File: src/design/ltc_pkg.sv
// Package: register map, field layout, reset values and timing for loop tuning control
package ltc_pkg;
   // ----------------------------------------
   // Register byte offsets
   // ----------------------------------------
   localparam logic [7:0] ADDR_ONOFF = 8'h00;
   localparam logic [7:0] ADDR_TUNE = 8'h04;
   localparam logic [7:0] ADDR_GAIN = 8'h08;
   localparam logic [7:0] ADDR_CMD = 8'h0C;
   localparam logic [7:0] ADDR_STATUS = 8'h10;
   localparam logic [7:0] ADDR_COEF0 = 8'h20;
   localparam logic [7:0] ADDR_NVM0 = 8'h40;
   // ----------------------------------------
   // Field positions and reset values
   // ----------------------------------------
   localparam int CMD_TRIG_BIT = 0;
   localparam int CMD_STORE_BIT = 1;
   localparam logic [1:0] ONOFF_RST = 2'h0;
   localparam logic [7:0] GAIN_RST = 8'h32;
   localparam logic [7:0] GAIN_MIN = 8'h0A;
   localparam logic [7:0] GAIN_MAX = 8'h64;
   localparam logic [31:0] SAFE_COEF = 32'h0000_1000;
   localparam logic [31:0] NVM_COEF_RST = 32'h0000_0800;
   // ----------------------------------------
   // Times and cycle counts at 100 MHz
   // ----------------------------------------
   localparam longint CLK_HZ = 100_000_000;
   localparam longint TUNE_MIN_MS = 50;
   localparam longint TUNE_MAX_MS = 200;
   localparam longint PERIOD_SEC_S = 1;
   localparam longint PERIOD_MIN_S = 60;
   localparam longint TUNE_MIN_CYC = TUNE_MIN_MS * CLK_HZ / 1000;
   localparam longint TUNE_MAX_CYC = TUNE_MAX_MS * CLK_HZ / 1000;
   localparam longint SEC_CYC = PERIOD_SEC_S * CLK_HZ;
   localparam longint MIN_CYC = PERIOD_MIN_S * CLK_HZ;
   localparam int RAMP_CYC = 1000;
   // ----------------------------------------
   // Enumerations
   // ----------------------------------------
   typedef enum logic [1:0] {
      ONOFF_PIN = 2'h0,
      ONOFF_ALWAYS = 2'h1,
      ONOFF_BUS = 2'h2
   } ltc_onoff_t;
   typedef enum logic [1:0] {
      TM_DISABLED = 2'h0,
      TM_ONCE = 2'h1,
      TM_SECOND = 2'h2,
      TM_MINUTE = 2'h3
   } ltc_tmode_t;
   localparam logic [1:0] TMODE_RST = 2'h1;
   typedef enum logic [3:0] {
      ST_OFF = 4'b0001,
      ST_RAMP = 4'b0010,
      ST_TUNE = 4'b0100,
      ST_RUN = 4'b1000
   } ltc_state_t;
endpackage : ltc_pkg

File: src/design/ltc_coef_mem.sv
// Small coefficient store with registered read data
`timescale 1ns/100ps
module ltc_coef_mem #(
   parameter int DEPTH = 4,
   parameter logic [31:0] INIT = 32'h0
) (
   // Clock and reset
   input wire logic aclk,
   input wire logic aresetn,
   // Write port
   input wire logic we,
   input wire logic [$clog2(DEPTH)-1:0] waddr,
   input wire logic [31:0] wdata,
   // Read port
   input wire logic [$clog2(DEPTH)-1:0] raddr,
   output logic [31:0] rdata
);
   logic [31:0] mem [DEPTH];
   logic [31:0] next_rdata;
   initial begin
      if (DEPTH < 2) $error("DEPTH must be at least 2");
   end
   always_comb begin
      next_rdata = mem[raddr];
   end
   always_ff @(posedge aclk) begin
      if (!aresetn) begin
         rdata <= 32'h0000_0000;
         for (int i = 0; i < DEPTH; i++) begin
            mem[i] <= INIT;
         end
      end else begin
         rdata <= next_rdata;
         if (we) begin
            mem[waddr] <= wdata;
         end
      end
   end
endmodule : ltc_coef_mem

File: src/design/ltc_top.sv
// Top: on/off control, tuning scheduler, coefficient memories and AXI4-Lite registers
//
// Design decisions made here: the AXI4-Lite interface to the registers and the placing of the registers.
`timescale 1ns/100ps
// Operation
// - Pin open enables, pin grounded disables output
// - Always-on or bus-commanded on/off modes
// - Compensator coefficients writable over the bus
// - Tune after ramp completes, apply result
// - Tuning run lasts 50 to 200 ms
// - Modes disabled, once, every second, minute
// - Optionally tune only after first ramp
// - Manual trigger command starts a run
// - Gain 10 to 100 percent, default 50
// - Working set filled from stores at power-up
// - Tuning enabled loads safe set at power-up
// - Tuned result written into working memory word 0, or into a same-cycle bus write's word; a same-cycle load copy drops it
// - Store saves whole working memory to user
// - Disabled to enabled loads safe set
// - Enabled to disabled reloads user store
// - Tuning disabled loads user store at power-up
module ltc_top #(
   parameter int NCOEF = 4,
   parameter int TUNE_CYC = 10_000_000,
   parameter longint SEC_PERIOD = ltc_pkg::SEC_CYC,
   parameter longint MIN_PERIOD = ltc_pkg::MIN_CYC
) (
   // Clock and reset
   input wire logic aclk,
   input wire logic aresetn,
   // AXI4-Lite write
   input wire logic [7:0] s_axi_awaddr,
   input wire logic s_axi_awvalid,
   output logic s_axi_awready,
   input wire logic [31:0] s_axi_wdata,
   input wire logic [3:0] s_axi_wstrb,
   input wire logic s_axi_wvalid,
   output logic s_axi_wready,
   output logic [1:0] s_axi_bresp,
   output logic s_axi_bvalid,
   input wire logic s_axi_bready,
   // AXI4-Lite read
   input wire logic [7:0] s_axi_araddr,
   input wire logic s_axi_arvalid,
   output logic s_axi_arready,
   output logic [31:0] s_axi_rdata,
   output logic [1:0] s_axi_rresp,
   output logic s_axi_rvalid,
   input wire logic s_axi_rready,
   // Converter pins
   input wire logic remote_onoff,
   input wire logic [31:0] plant_measure,
   output logic output_enable,
   output logic tuning_active,
   output logic [31:0] active_coef
);
   import ltc_pkg::*;
   localparam int AW = $clog2(NCOEF);
   initial begin
      if (NCOEF < 2 || NCOEF > 8) $error("NCOEF must be 2..8");
      if (TUNE_CYC < TUNE_MIN_CYC || TUNE_CYC > TUNE_MAX_CYC) $error("TUNE_CYC outside run window");
   end
   // ----------------------------------------
   // Pin synchroniser
   // ----------------------------------------
   logic pin_s1, pin_s2;
   always_ff @(posedge aclk) begin
      if (!aresetn) begin
         pin_s1 <= 1'b1;
         pin_s2 <= 1'b1;
      end else begin
         pin_s1 <= remote_onoff;
         pin_s2 <= pin_s1;
      end
   end
   // ----------------------------------------
   // Registers and bus slave
   // ----------------------------------------
   logic [1:0] onoff_mode, next_onoff_mode;
   logic bus_on, next_bus_on;
   logic [1:0] tmode, next_tmode;
   logic first_only, next_first_only;
   logic [7:0] gain, next_gain;
   logic trig, next_trig;
   logic store, next_store;
   logic aw_hold, next_aw_hold;
   logic w_hold, next_w_hold;
   logic [7:0] aw_addr, next_aw_addr;
   logic [31:0] w_data, next_w_data;
   logic [3:0] w_strb, next_w_strb;
   logic next_awready, next_wready, next_bvalid, next_arready, next_rvalid;
   logic [1:0] next_bresp, next_rresp;
   logic [31:0] next_rdata;
   logic bus_we;
   logic [AW-1:0] bus_widx;
   logic [31:0] ram_rd, nvm_rd;
   logic [AW-1:0] ram_raddr;
   logic rd_pend, next_rd_pend;
   logic [7:0] rd_addr, next_rd_addr;
   logic [3:0] state;
   logic tune_busy, tune_done;
   logic [31:0] tune_result;

   function automatic logic is_coef(input logic [7:0] a, input logic [7:0] base);
      return (a >= base) && (a < base + 8'(NCOEF * 4));
   endfunction : is_coef

   always_comb begin
      next_onoff_mode = onoff_mode;
      next_bus_on = bus_on;
      next_tmode = tmode;
      next_first_only = first_only;
      next_gain = gain;
      next_trig = 1'b0;
      next_store = 1'b0;
      next_aw_hold = aw_hold;
      next_w_hold = w_hold;
      next_aw_addr = aw_addr;
      next_w_data = w_data;
      next_w_strb = w_strb;
      next_awready = 1'b0;
      next_wready = 1'b0;
      next_bvalid = s_axi_bvalid && !s_axi_bready;
      next_bresp = s_axi_bresp;
      next_arready = 1'b0;
      next_rvalid = s_axi_rvalid && !s_axi_rready;
      next_rresp = s_axi_rresp;
      next_rdata = s_axi_rdata;
      next_rd_pend = 1'b0;
      next_rd_addr = rd_addr;
      bus_we = 1'b0;
      bus_widx = aw_addr[AW+1:2];
      if (s_axi_awvalid && s_axi_awready) begin
         next_aw_hold = 1'b1;
         next_aw_addr = s_axi_awaddr;
      end
      if (s_axi_wvalid && s_axi_wready) begin
         next_w_hold = 1'b1;
         next_w_data = s_axi_wdata;
         next_w_strb = s_axi_wstrb;
      end
      next_awready = !next_aw_hold && !s_axi_bvalid && !s_axi_awready;
      next_wready = !next_w_hold && !s_axi_bvalid && !s_axi_wready;
      if (aw_hold && w_hold && !s_axi_bvalid) begin
         next_aw_hold = 1'b0;
         next_w_hold = 1'b0;
         next_bvalid = 1'b1;
         next_bresp = 2'h0;
         if (w_strb[0]) begin
            unique case (aw_addr)
               ADDR_ONOFF: begin
                  next_onoff_mode = w_data[1:0];
                  next_bus_on = w_data[4];
               end
               ADDR_TUNE: begin
                  next_tmode = w_data[1:0];
                  next_first_only = w_data[4];
               end
               ADDR_GAIN: begin
                  if (w_data[7:0] >= GAIN_MIN && w_data[7:0] <= GAIN_MAX) begin
                     next_gain = w_data[7:0];
                  end else begin
                     next_bresp = 2'h2;
                  end
               end
               ADDR_CMD: begin
                  next_trig = w_data[CMD_TRIG_BIT];
                  next_store = w_data[CMD_STORE_BIT];
               end
               default: begin
                  if (is_coef(aw_addr, ADDR_COEF0)) begin
                     bus_we = 1'b1;
                  end else begin
                     next_bresp = 2'h2;
                  end
               end
            endcase
         end
      end
      // Reads take two cycles so coefficient data leaves the memory register
      if (s_axi_arvalid && s_axi_arready) begin
         next_rd_pend = 1'b1;
         next_rd_addr = s_axi_araddr;
      end
      next_arready = !s_axi_arready && !rd_pend && !s_axi_rvalid && !next_rvalid;
      if (rd_pend) begin
         next_rvalid = 1'b1;
         next_rresp = 2'h0;
         unique case (rd_addr)
            ADDR_ONOFF: next_rdata = {27'h0, bus_on, 2'h0, onoff_mode};
            ADDR_TUNE: next_rdata = {27'h0, first_only, 2'h0, tmode};
            ADDR_GAIN: next_rdata = {24'h0, gain};
            ADDR_CMD: next_rdata = 32'h0000_0000;
            ADDR_STATUS: next_rdata = {26'h0, tune_busy, output_enable, state};
            default: begin
               if (is_coef(rd_addr, ADDR_COEF0)) begin
                  next_rdata = ram_rd;
               end else if (is_coef(rd_addr, ADDR_NVM0)) begin
                  next_rdata = nvm_rd;
               end else begin
                  next_rdata = 32'h0000_0000;
                  next_rresp = 2'h2;
               end
            end
         endcase
      end
   end
   always_ff @(posedge aclk) begin
      if (!aresetn) begin
         onoff_mode <= ONOFF_RST;
         bus_on <= 1'b0;
         tmode <= TMODE_RST;
         first_only <= 1'b0;
         gain <= GAIN_RST;
         trig <= 1'b0;
         store <= 1'b0;
         aw_hold <= 1'b0;
         w_hold <= 1'b0;
         aw_addr <= 8'h00;
         w_data <= 32'h0000_0000;
         w_strb <= 4'h0;
         s_axi_awready <= 1'b0;
         s_axi_wready <= 1'b0;
         s_axi_bvalid <= 1'b0;
         s_axi_bresp <= 2'h0;
         s_axi_arready <= 1'b0;
         s_axi_rvalid <= 1'b0;
         s_axi_rresp <= 2'h0;
         s_axi_rdata <= 32'h0000_0000;
         rd_pend <= 1'b0;
         rd_addr <= 8'h00;
      end else begin
         onoff_mode <= next_onoff_mode;
         bus_on <= next_bus_on;
         tmode <= next_tmode;
         first_only <= next_first_only;
         gain <= next_gain;
         trig <= next_trig;
         store <= next_store;
         aw_hold <= next_aw_hold;
         w_hold <= next_w_hold;
         aw_addr <= next_aw_addr;
         w_data <= next_w_data;
         w_strb <= next_w_strb;
         s_axi_awready <= next_awready;
         s_axi_wready <= next_wready;
         s_axi_bvalid <= next_bvalid;
         s_axi_bresp <= next_bresp;
         s_axi_arready <= next_arready;
         s_axi_rvalid <= next_rvalid;
         s_axi_rresp <= next_rresp;
         s_axi_rdata <= next_rdata;
         rd_pend <= next_rd_pend;
         rd_addr <= next_rd_addr;
      end
   end
   // ----------------------------------------
   // Output control and tuning sequencer
   // ----------------------------------------
   ltc_state_t st, next_st;
   logic want_on;
   logic [31:0] ramp_cnt, next_ramp_cnt;
   logic [39:0] per_cnt, next_per_cnt;
   logic tuned_once, next_tuned_once;
   logic [1:0] prev_tmode;
   logic [2:0] load_step, next_load_step;
   logic load_safe, load_user, next_load_safe, next_load_user;
   logic tune_start;
   logic [39:0] period;
   assign state = st;
   // Pin mode follows the pulled-up pin: open is on, grounded is off
   assign want_on = (onoff_mode == ONOFF_ALWAYS) || (onoff_mode == ONOFF_BUS && bus_on) ||
                    (onoff_mode == ONOFF_PIN && pin_s2);
   assign period = (tmode == TM_SECOND) ? 40'(SEC_PERIOD) : 40'(MIN_PERIOD);
   always_comb begin
      next_st = st;
      next_ramp_cnt = ramp_cnt;
      next_per_cnt = per_cnt;
      next_tuned_once = tuned_once;
      tune_start = 1'b0;
      unique case (st)
         ST_OFF: if (want_on) begin
            next_st = ST_RAMP;
            next_ramp_cnt = 32'h0000_0000;
         end
         ST_RAMP: begin
            next_ramp_cnt = ramp_cnt + 32'h0000_0001;
            if (!want_on) next_st = ST_OFF;
            else if (ramp_cnt == 32'(RAMP_CYC - 1)) begin
               // Tune after the ramp unless disabled or first-only already done
               if (tmode != TM_DISABLED && !(first_only && tuned_once)) begin
                  next_st = ST_TUNE;
                  tune_start = 1'b1;
               end else next_st = ST_RUN;
            end
         end
         ST_TUNE: begin
            if (!want_on) next_st = ST_OFF;
            else if (tune_done) begin
               next_st = ST_RUN;
               next_tuned_once = 1'b1;
               next_per_cnt = 40'h00_0000_0000;
            end
         end
         ST_RUN: begin
            next_per_cnt = per_cnt + 40'h00_0000_0001;
            if (!want_on) next_st = ST_OFF;
            else if (trig || ((tmode == TM_SECOND || tmode == TM_MINUTE) &&
                              per_cnt >= period - 40'h00_0000_0001)) begin
               next_st = ST_TUNE;
               tune_start = 1'b1;
            end
         end
      endcase
   end
   // Coefficient reload control: power-up and tuning-mode changes
   always_comb begin
      next_load_step = load_step;
      next_load_safe = 1'b0;
      next_load_user = 1'b0;
      if (load_step != 3'h0) begin
         next_load_step = load_step + 3'h1;
         if (load_step == 3'h3) begin
            next_load_safe = (tmode != TM_DISABLED);
            next_load_user = (tmode == TM_DISABLED);
            next_load_step = 3'h0;
         end
      end else if (prev_tmode == TM_DISABLED && tmode != TM_DISABLED) begin
         next_load_safe = 1'b1;
      end else if (prev_tmode != TM_DISABLED && tmode == TM_DISABLED) begin
         next_load_user = 1'b1;
      end
   end
   always_ff @(posedge aclk) begin
      if (!aresetn) begin
         st <= ST_OFF;
         ramp_cnt <= 32'h0000_0000;
         per_cnt <= 40'h00_0000_0000;
         tuned_once <= 1'b0;
         prev_tmode <= TMODE_RST;
         load_step <= 3'h1;
         load_safe <= 1'b0;
         load_user <= 1'b0;
         output_enable <= 1'b0;
         tuning_active <= 1'b0;
      end else begin
         st <= next_st;
         ramp_cnt <= next_ramp_cnt;
         per_cnt <= next_per_cnt;
         tuned_once <= next_tuned_once;
         prev_tmode <= tmode;
         load_step <= next_load_step;
         load_safe <= next_load_safe;
         load_user <= next_load_user;
         output_enable <= (next_st != ST_OFF);
         tuning_active <= (next_st == ST_TUNE);
      end
   end
   // ----------------------------------------
   // Working and user coefficient memories
   // ----------------------------------------
   // Multi-cycle copy walks index by index; bus writes meanwhile may be overwritten
   logic [AW:0] cp_idx, next_cp_idx;
   logic [1:0] cp_kind, next_cp_kind; // 1 safe, 2 user, 3 store
   logic cp_we, nvm_we;
   logic [AW-1:0] cp_rd, cp_wr;
   logic [31:0] ram_wd;
   always_comb begin
      next_cp_idx = cp_idx;
      next_cp_kind = cp_kind;
      if (cp_kind == 2'h0) begin
         next_cp_idx = '0;
         if (load_safe) next_cp_kind = 2'h1;
         else if (load_user) next_cp_kind = 2'h2;
         else if (store) next_cp_kind = 2'h3;
      end else begin
         next_cp_idx = cp_idx + 1'b1;
         if (cp_idx == (AW+1)'(NCOEF)) next_cp_kind = 2'h0;
      end
   end
   assign cp_rd = cp_idx[AW-1:0];
   assign cp_wr = AW'(cp_idx - 1'b1);
   assign cp_we = (cp_idx != '0) && (cp_kind == 2'h1 || cp_kind == 2'h2);
   assign nvm_we = (cp_idx != '0) && (cp_kind == 2'h3);
   // Read index goes in at the handshake so the registered word stands while the read is pending;
   // a read taken during a copy returns the copy's word instead
   assign ram_raddr = (cp_kind != 2'h0) ? cp_rd :
                      ((s_axi_arvalid && s_axi_arready) ? AW'(s_axi_araddr[AW+1:2]) : '0);
   always_ff @(posedge aclk) begin
      if (!aresetn) begin
         cp_idx <= '0;
         cp_kind <= 2'h0;
         active_coef <= 32'h0000_0000;
      end else begin
         cp_idx <= next_cp_idx;
         cp_kind <= next_cp_kind;
         active_coef <= (cp_kind == 2'h0 && !rd_pend) ? ram_rd : active_coef;
      end
   end
   always_comb begin
      ram_wd = w_data;
      if (cp_we) ram_wd = (cp_kind == 2'h1) ? SAFE_COEF : nvm_rd;
      else if (tune_done && st == ST_TUNE) ram_wd = tune_result;
   end
   ltc_coef_mem #(.DEPTH(NCOEF), .INIT(SAFE_COEF)) u_ram (
      .aclk(aclk),
      .aresetn(aresetn),
      .we(cp_we || bus_we || (tune_done && st == ST_TUNE && want_on)),
      .waddr(cp_we ? cp_wr : (bus_we ? bus_widx : '0)),
      .wdata(ram_wd),
      .raddr(ram_raddr),
      .rdata(ram_rd)
   );
   ltc_coef_mem #(.DEPTH(NCOEF), .INIT(NVM_COEF_RST)) u_nvm (
      .aclk(aclk),
      .aresetn(aresetn),
      .we(nvm_we),
      .waddr(cp_wr),
      .wdata(ram_rd),
      .raddr(ram_raddr),
      .rdata(nvm_rd)
   );
   ltc_tuner #(.RUN_CYC(TUNE_CYC)) u_tuner (
      .aclk(aclk),
      .aresetn(aresetn),
      .start(tune_start),
      .abort(st == ST_TUNE && !want_on),
      .gain(gain),
      .measured(plant_measure),
      .busy(tune_busy),
      .done(tune_done),
      .result(tune_result)
   );
   // ----------------------------------------
   // Checks
   // ----------------------------------------
   a_pin_ground_off: assert property (@(posedge aclk) disable iff (!aresetn)
      (onoff_mode == ONOFF_PIN && !pin_s2) |=> !output_enable)
      else $error("output on with pin grounded");
   a_always_on: assert property (@(posedge aclk) disable iff (!aresetn)
      (onoff_mode == ONOFF_ALWAYS) |=> output_enable)
      else $error("always-on mode not on");
   a_gain_range: assert property (@(posedge aclk) disable iff (!aresetn)
      gain >= GAIN_MIN && gain <= GAIN_MAX)
      else $error("gain out of range");
   a_ramp_tune: assert property (@(posedge aclk) disable iff (!aresetn)
      (st == ST_RAMP && ramp_cnt == 32'(RAMP_CYC - 1) && want_on && tmode != TM_DISABLED && !first_only)
      |=> st == ST_TUNE)
      else $error("no tuning after ramp");
   a_off_abandon: assert property (@(posedge aclk) disable iff (!aresetn)
      (st == ST_TUNE && !want_on) |=> (st == ST_OFF) ##1 !tune_busy)
      else $error("run not abandoned");
   a_trig_start: assert property (@(posedge aclk) disable iff (!aresetn)
      (st == ST_RUN && trig && want_on) |=> tuning_active)
      else $error("manual trigger ignored");
   a_disable_user: assert property (@(posedge aclk) disable iff (!aresetn)
      ($past(tmode) != TM_DISABLED && tmode == TM_DISABLED && load_step == 3'h0) |=> load_user)
      else $error("no user reload on disable");
   a_enable_safe: assert property (@(posedge aclk) disable iff (!aresetn)
      ($past(tmode) == TM_DISABLED && tmode != TM_DISABLED && load_step == 3'h0) |=> load_safe)
      else $error("no safe load on enable");
endmodule : ltc_top

File: src/design/ltc_tuner.sv
// Tuning engine: measures a run and returns one gain-scaled coefficient
`timescale 1ns/100ps
module ltc_tuner #(
   parameter int RUN_CYC = 5_000_000
) (
   // Clock and reset
   input wire logic aclk,
   input wire logic aresetn,
   // Control
   input wire logic start,
   input wire logic abort,
   input wire logic [7:0] gain,
   input wire logic [31:0] measured,
   // Result
   output logic busy,
   output logic done,
   output logic [31:0] result
);
   import ltc_pkg::*;
   logic [31:0] cnt;
   logic [31:0] next_cnt;
   logic next_busy;
   logic next_done;
   logic [31:0] next_result;
   logic [39:0] prod;
   initial begin
      if (RUN_CYC < 1) $error("RUN_CYC must be positive");
   end
   always_comb begin
      next_cnt = cnt;
      next_busy = busy;
      next_done = 1'b0;
      next_result = result;
      prod = 40'(measured) * 40'(gain);
      if (abort) begin
         next_busy = 1'b0;
         next_cnt = 32'h0000_0000;
      end else if (start && !busy) begin
         next_busy = 1'b1;
         next_cnt = 32'h0000_0000;
      end else if (busy) begin
         next_cnt = cnt + 32'h0000_0001;
         if (cnt == 32'(RUN_CYC - 1)) begin
            next_busy = 1'b0;
            next_done = 1'b1;
            // Result scaled by gain percentage
            next_result = 32'(prod / 40'h64);
         end
      end
   end
   always_ff @(posedge aclk) begin
      if (!aresetn) begin
         cnt <= 32'h0000_0000;
         busy <= 1'b0;
         done <= 1'b0;
         result <= 32'h0000_0000;
      end else begin
         cnt <= next_cnt;
         busy <= next_busy;
         done <= next_done;
         result <= next_result;
      end
   end
endmodule : ltc_tuner

File: config.mk
export PLATFORM = sky130hd
export DESIGN_NAME = ltc_top
export DESIGN_NICKNAME = d
export VERILOG_FILES = /design/src/design/ltc_pkg.sv /design/src/design/ltc_coef_mem.sv /design/src/design/ltc_top.sv /design/src/design/ltc_tuner.sv
export SDC_FILE = /design/constraint.sdc
export NUM_CORES = 2
export LEC_CHECK = 0
export BUFFER_PORTS_ARGS = -buffer_cell sky130_fd_sc_hd__buf_4
export CAP_MARGIN = 20
export CORE_MARGIN = 4
export CORE_UTILIZATION = 64
export CTS_CLUSTER_SIZE = 14
export DETAILED_ROUTE_END_ITERATION = 8
export GPL_ROUTABILITY_DRIVEN = 0
export HOLD_SLACK_MARGIN = 0.15
export PLACE_DENSITY = 0.9
export SYNTH_ARGS = -nofsm -noshare
export SYNTH_HDL_FRONTEND = slang
export SYNTH_SLANG_ARGS = --single-unit
File: constraint.sdc
create_clock -name aclk -period 32.3 [get_ports aclk]
set_input_delay 6.46 -clock aclk [delete_from_list [all_inputs] [get_ports aclk]]
set_output_delay 6.46 -clock aclk [all_outputs]
set_load 0.005 [all_outputs]
# Word level (Yosys, flattened, before mapping)
# Memories as Yosys holds them, arrays and structs flattened. A register that Yosys moved wholly into a read port is not among the register bits.
# Cells that the tools add are included.
# classes
add_sub_neg	7
mul	1
n_div	1
magnitude_cmp	9
eq_ne	28
muxes	77
n_bitwise	4
reduce_logical	88
# op_table
operator	count
$mux 32	8
$pmux 32 s5	1
$mux 40	2
$pmux 40 s2	1
$add 32x1->32 const B	2
$pmux 32 s2	1
$reduce_or 32->1	2
$add 40x1->40 const B	1
$div 40x7->40 const B	1
$ge 40x40->1	1
$mul 32x8->40	1
$mux 1	34
$mux 2	17
$sub 33x1->34 const B	1
$mux 33	1
$eq 32x10->1 const B	1
$eq 32x24->1 const B	1
$eq 8x4->1 const B	4
$logic_and 1x1->1	32
$mux 4	8
$eq 8x3->1 const B	2
$ge 8x6->1 const B	2
$logic_not 1->1	16
$logic_not 8->1	2
36 further kinds	73
# word_totals
reg_bits	300
ramBits	256
in_bits	92
output_inout_bits	75
wordCells	258
n_memories	2
# mem_list
name	depth	width	rd	rd_clocked_by_memory_dff	write_ports	line	rtl
u_nvm.mem	4	32	1	1	4	ltc_coef_mem.sv:18	logic [31:0] mem [DEPTH];
u_ram.mem	4	32	1	1	4	ltc_coef_mem.sv:18	

# Longest topological paths before layout
# logic_depth
word_depth	13
ltp_mapped	109
depth_no_buf	88

# Modules after synthesis
# From an unflattened synthesis, not the netlist that was laid out.
# hier_totals
cells_unflattened	4784
hier_area_um2	43649.4
# by_module_without_submodules
module	instances	cells_per_inst	area_per_inst_um2	seq_area_each_um2
ltc_tuner	1	2554	19787.7	1321.3
ltc_coef_mem	2	425	6465.0	4484.3
ltc_top	1	1380	10931.7	4644.5

# Least setup slack after synthesis
# No wires, ideal clock.
# synth_timing
path_kind	in2reg
start	input port plant_measure[11]
end	register u_tuner.result[0]
setup_ns	0.130
t_arrival_ns	29.250
required_time_ns	32.170
path_slack_ns	2.920
stages	96
path_buffers	10
path_cell_list	and2_1 fa_1 fa_1 fa_1 inv_1 fa_1 inv_1 ha_1 buf_4 nand4_4 or3_1 or4b_1 o211a_2 o211ai_2 o311a_1 buf_4 nor3_1 a2111oi_4 [60 not listed] nand3_1 or2_1 buf_2 o41ai_4 nor2_2 a211oi_2 o32ai_2 or3_1 a311oi_2 nand3_2 a41oi_2 a21oi_1 o32ai_4 o31ai_1 a31o_1 o221ai_1 o211a_1 o22ai_1
# synth_between
elab_chain_cells	2
# synth_rtl
element	line	rtl
from (decl)	ltc_top.sv:52	input wire logic [31:0] plant_measure,
$mul 32x8->40	ltc_tuner.sv:34	prod = 40'(measured) * 40'(gain);
$div 40x7->40	ltc_tuner.sv:47	next_result = 32'(prod / 40'h64);
to (signal assigned)	ltc_tuner.sv:61	result <= next_result;
to (decl)	ltc_tuner.sv:17	output logic [31:0] result
# Every way passes these cells.
# A chain may end at the register's enable or synchronous reset.

# Final worst setup path
# layout_timing
start	input port plant_measure[14]
end	register u_tuner.result[0]
# Same word-level chain as after synthesis.

==> impl_metrics.tcl <==
set metrics [dict create \
    synthArstFlopShare 0 \
    finalCritPeriodShare 0.960 \
    vias_per_cell 6.62 \
    synth.distinct_cells 141 \
    first_global_vias 38118 \
    hp-class "reg -> reg" \
    h-tree-depth 2 \
    critical_path.top_delay_family "compound AO/OA/AOI/OAI gates" \
    drc 0 \
    arrival_ps 31480 \
    nFillCells 4144 \
    critPathKind "in -> reg" \
    cts_tree "built" \
    hpwlAfterDp_um 83000 \
    num-nets-final 5296 \
    path_common_cell "buf_4" \
    ys_top_cells_by_count "nand2_1 (509), nor2_1 (475), and2_1 (414), dfxtp_1 (362), a21oi_1 (282)" \
    syn_inst 4684 \
    crit_required_ps 32770 \
    clk_latency_ps 650 \
    yosys_warnings 0 \
    clockRootBuffer "clkbuf_16" \
    status "complete, no violations" \
    crit_start "plant_measure[14]" \
    slew_headroom 0.263 \
    drv_slew 0 \
    overflow 0 \
    die_y_um 267 \
    crit_slowest_cell "or4b_1" \
    ys_top_cells_by_area "edfxtp_1 (18%), dfxtp_1 (17%), fa_1 (8.4%)" \
    clk_pin_slew_ps 70 \
    tightest_slew_ps 1100 \
    cp.depth 97 \
    synthAdderAreaFrac 0.111 \
    reg2reg_slack_ps 6510 \
    holdPathEnd "pin_s2$_SDFF_PN1_" \
    tns_ps 0 \
    synth_edf_count 256 \
    regToRegStartpoint "gain[6]$_SDFFE_PN0P_" \
    via_count 38786 \
    initial_core_util 0.649 \
    rows 94 \
    fmax_mhz 32.2 \
    clock_path_buffers 3 \
    drive_gt1_frac 0.165 \
    cp_num_buf_inv 13 \
    reg2reg_depth 97 \
    end_kind "register" \
    cp_slowest_stage_delay_ps 560 \
    first_iter_violations 4620 \
    boundaryPins 167 \
    grt_pass1_wl_um 198000 \
    syn_area_per_cell_um2 9.14 \
    core-area_um2 66000 \
    hold_viol 0 \
    design.die.area_um2 71100 \
    holdBufCountCts 0 \
    cp-start-kind "input port" \
    synth_simple_gate_area_frac 0.227 \
    rsz0062_at_grt "false" \
    seq_area_frac_synth 0.349 \
    skew_ps 34.7 \
    period_needed_ps 31010 \
    antenna_found_initial 4 \
    cp_max_fo 14 \
    numCtsBuffers 57 \
    routed_wl_um 123000 \
    min_from "pin_s1$_SDFF_PN1_" \
    hold_path_depth 1 \
    first_pass_iters 7 \
    cts.sinks 618 \
    grt_usage 0.339 \
    synth_area_um2 42800 \
    synth_top_cell_area_share 0.180 \
    ant_nets 0 \
    port_buffers 161 \
    synth_most_common_cell "nand2_1" \
    wire_per_inst_um 21.1 \
    syn_to_final_growth_pct 13.0 \
    synth_xor_area_frac 0.0384 \
    yosysTopAreaCell "edfxtp_1" \
    finalSetupViolations 0 \
    die_w_um 267 \
    reg2reg_to "u_tuner.result[0]$_SDFFE_PN0P_" \
    synth_top_family_by_area "simple AND/OR/NAND/NOR gates" \
    cap_violations 0 \
    synth_compound_area_frac 0.171 \
    synth-seq-cells 618 \
    synth_ff_type "dfxtp_1" \
    synthMuxAreaShare 0.0611 \
    grt_max_degree 106 \
]
## area by class of cell
type / count / area [um^2] / share of cell area
Multi-Input combinational cell: 3601 / 26300 / 0.543
Sequential cell: 618 / 14900 / 0.309
Timing Repair Buffer: 448 / 3400 / 0.0703
Clock buffer: 96 / 1730 / 0.0358
Tap cell: 864 / 1080 / 0.0223
Inverter: 216 / 816 / 0.0169
Clock inverter: 12 / 120 / 0.00248
Antenna cell: 1 / 2.50 / 0.0000517
## through the flow
step           instance area, um^2  setup slack (ps)  utilization  cells  hold slack [ps]
3_5_place_dp                 46300               352        0.702   5739              412
4_1_cts                      48100               801        0.730   5847              431
3_3_place_gp                 46300               718        0.701   5738              393
2_1_floorplan                42800              2920            -   4685              386
6_report                     48400              1290        0.733   5856              429
5_1_grt                      48400             0.355        0.733   5856              451
## what timing repair did
item / in CTS / in global routing
gates resized for setup: 0 / 30
endpoints found under the setup margin: 0 / 3
endpoints found under the hold margin: 0 / 0
buffers inserted: 0 / 5
## sequential cells by signal, summed over array words and instances, names as in the netlist, 3 cells and up
name / cells
active_coef: 32
aw_addr: 8
cp_idx: 3
gain: 8
load_step: 3
per_cnt: 40
ramp_cnt: 32
rd_addr: 8
s_axi_rdata: 32
st: 4
u_nvm.mem: 128
u_nvm.rdata: 32
u_ram.mem: 128
u_ram.rdata: 32
u_tuner.cnt: 32
u_tuner.result: 32
w_data: 32
## placed cells by master, fill, tap and decap left out, types with 28 or more instances in the layout
| master | n |
|---|---|
| a31oi_1 | 34 |
| fa_1 | 180 |
| buf_4 | 444 |
| a211oi_1 | 59 |
| mux2i_1 | 53 |
| edfxtp_1 | 256 |
| nor4_1 | 28 |
| nand4_1 | 53 |
| nand2_1 | 505 |
| nor3_1 | 96 |
| xnor2_1 | 96 |
| a22oi_1 | 41 |
| or3_1 | 36 |
| nor3b_1 | 32 |
| mux4_2 | 64 |
| mux2_2 | 47 |
| inv_1 | 214 |
| nand3_1 | 124 |
| dfxtp_1 | 362 |
| o211ai_1 | 46 |
| nor2_1 | 472 |
| o21ai_0 | 144 |
| ha_1 | 81 |
| o21ai_1 | 32 |
| and3_1 | 43 |
| a21oi_1 | 280 |
| clkbuf_16 | 58 |
| and2_1 | 413 |
| xor2_1 | 70 |
## how the worst max path moves through the flow
stage,end
detailed placement,u_tuner.result[0]$_SDFFE_PN0P_
floorplan,u_tuner.result[0]$_SDFFE_PN0P_
CTS,u_tuner.result[0]$_SDFFE_PN0P_
finish,u_tuner.result[0]$_SDFFE_PN0P_
global route,u_tuner.result[0]$_SDFFE_PN0P_
global placement,u_tuner.result[0]$_SDFFE_PN0P_
## worst register-to-register path: cells and delay by family, from the launching register on
kind,cells,cell delay (ps)
adder cells (fa/ha/maj),6,2910
multiplexers,5,1700
XOR/XNOR,3,680
AND/OR/NAND/NOR,27,7140
buffers and inverters,13,2270
flip-flops,1,410
AO/OA/AOI/OAI,43,10570
## cells by family after synthesis
logic type               after synthesis
flip-flops                           618
buffers and inverters                466
adder cells (fa/ha/maj)              273
other                                  1
AND/OR/NAND/NOR                     1952
AO/OA/AOI/OAI                       1022
XOR/XNOR                             179
multiplexers                         173
## layer usage
layer,wire [um],track usage,vias to the layer above
met1,44600,0.426,18453
met3,13100,0.0537,550
met2,58900,0.572,2587
met5,24,0,-
met4,6780,0.171,4
li1,-,-,17192
Power is not shown: default switching activity piles up to over one toggle a cycle in this logic, so the estimate is an artifact.
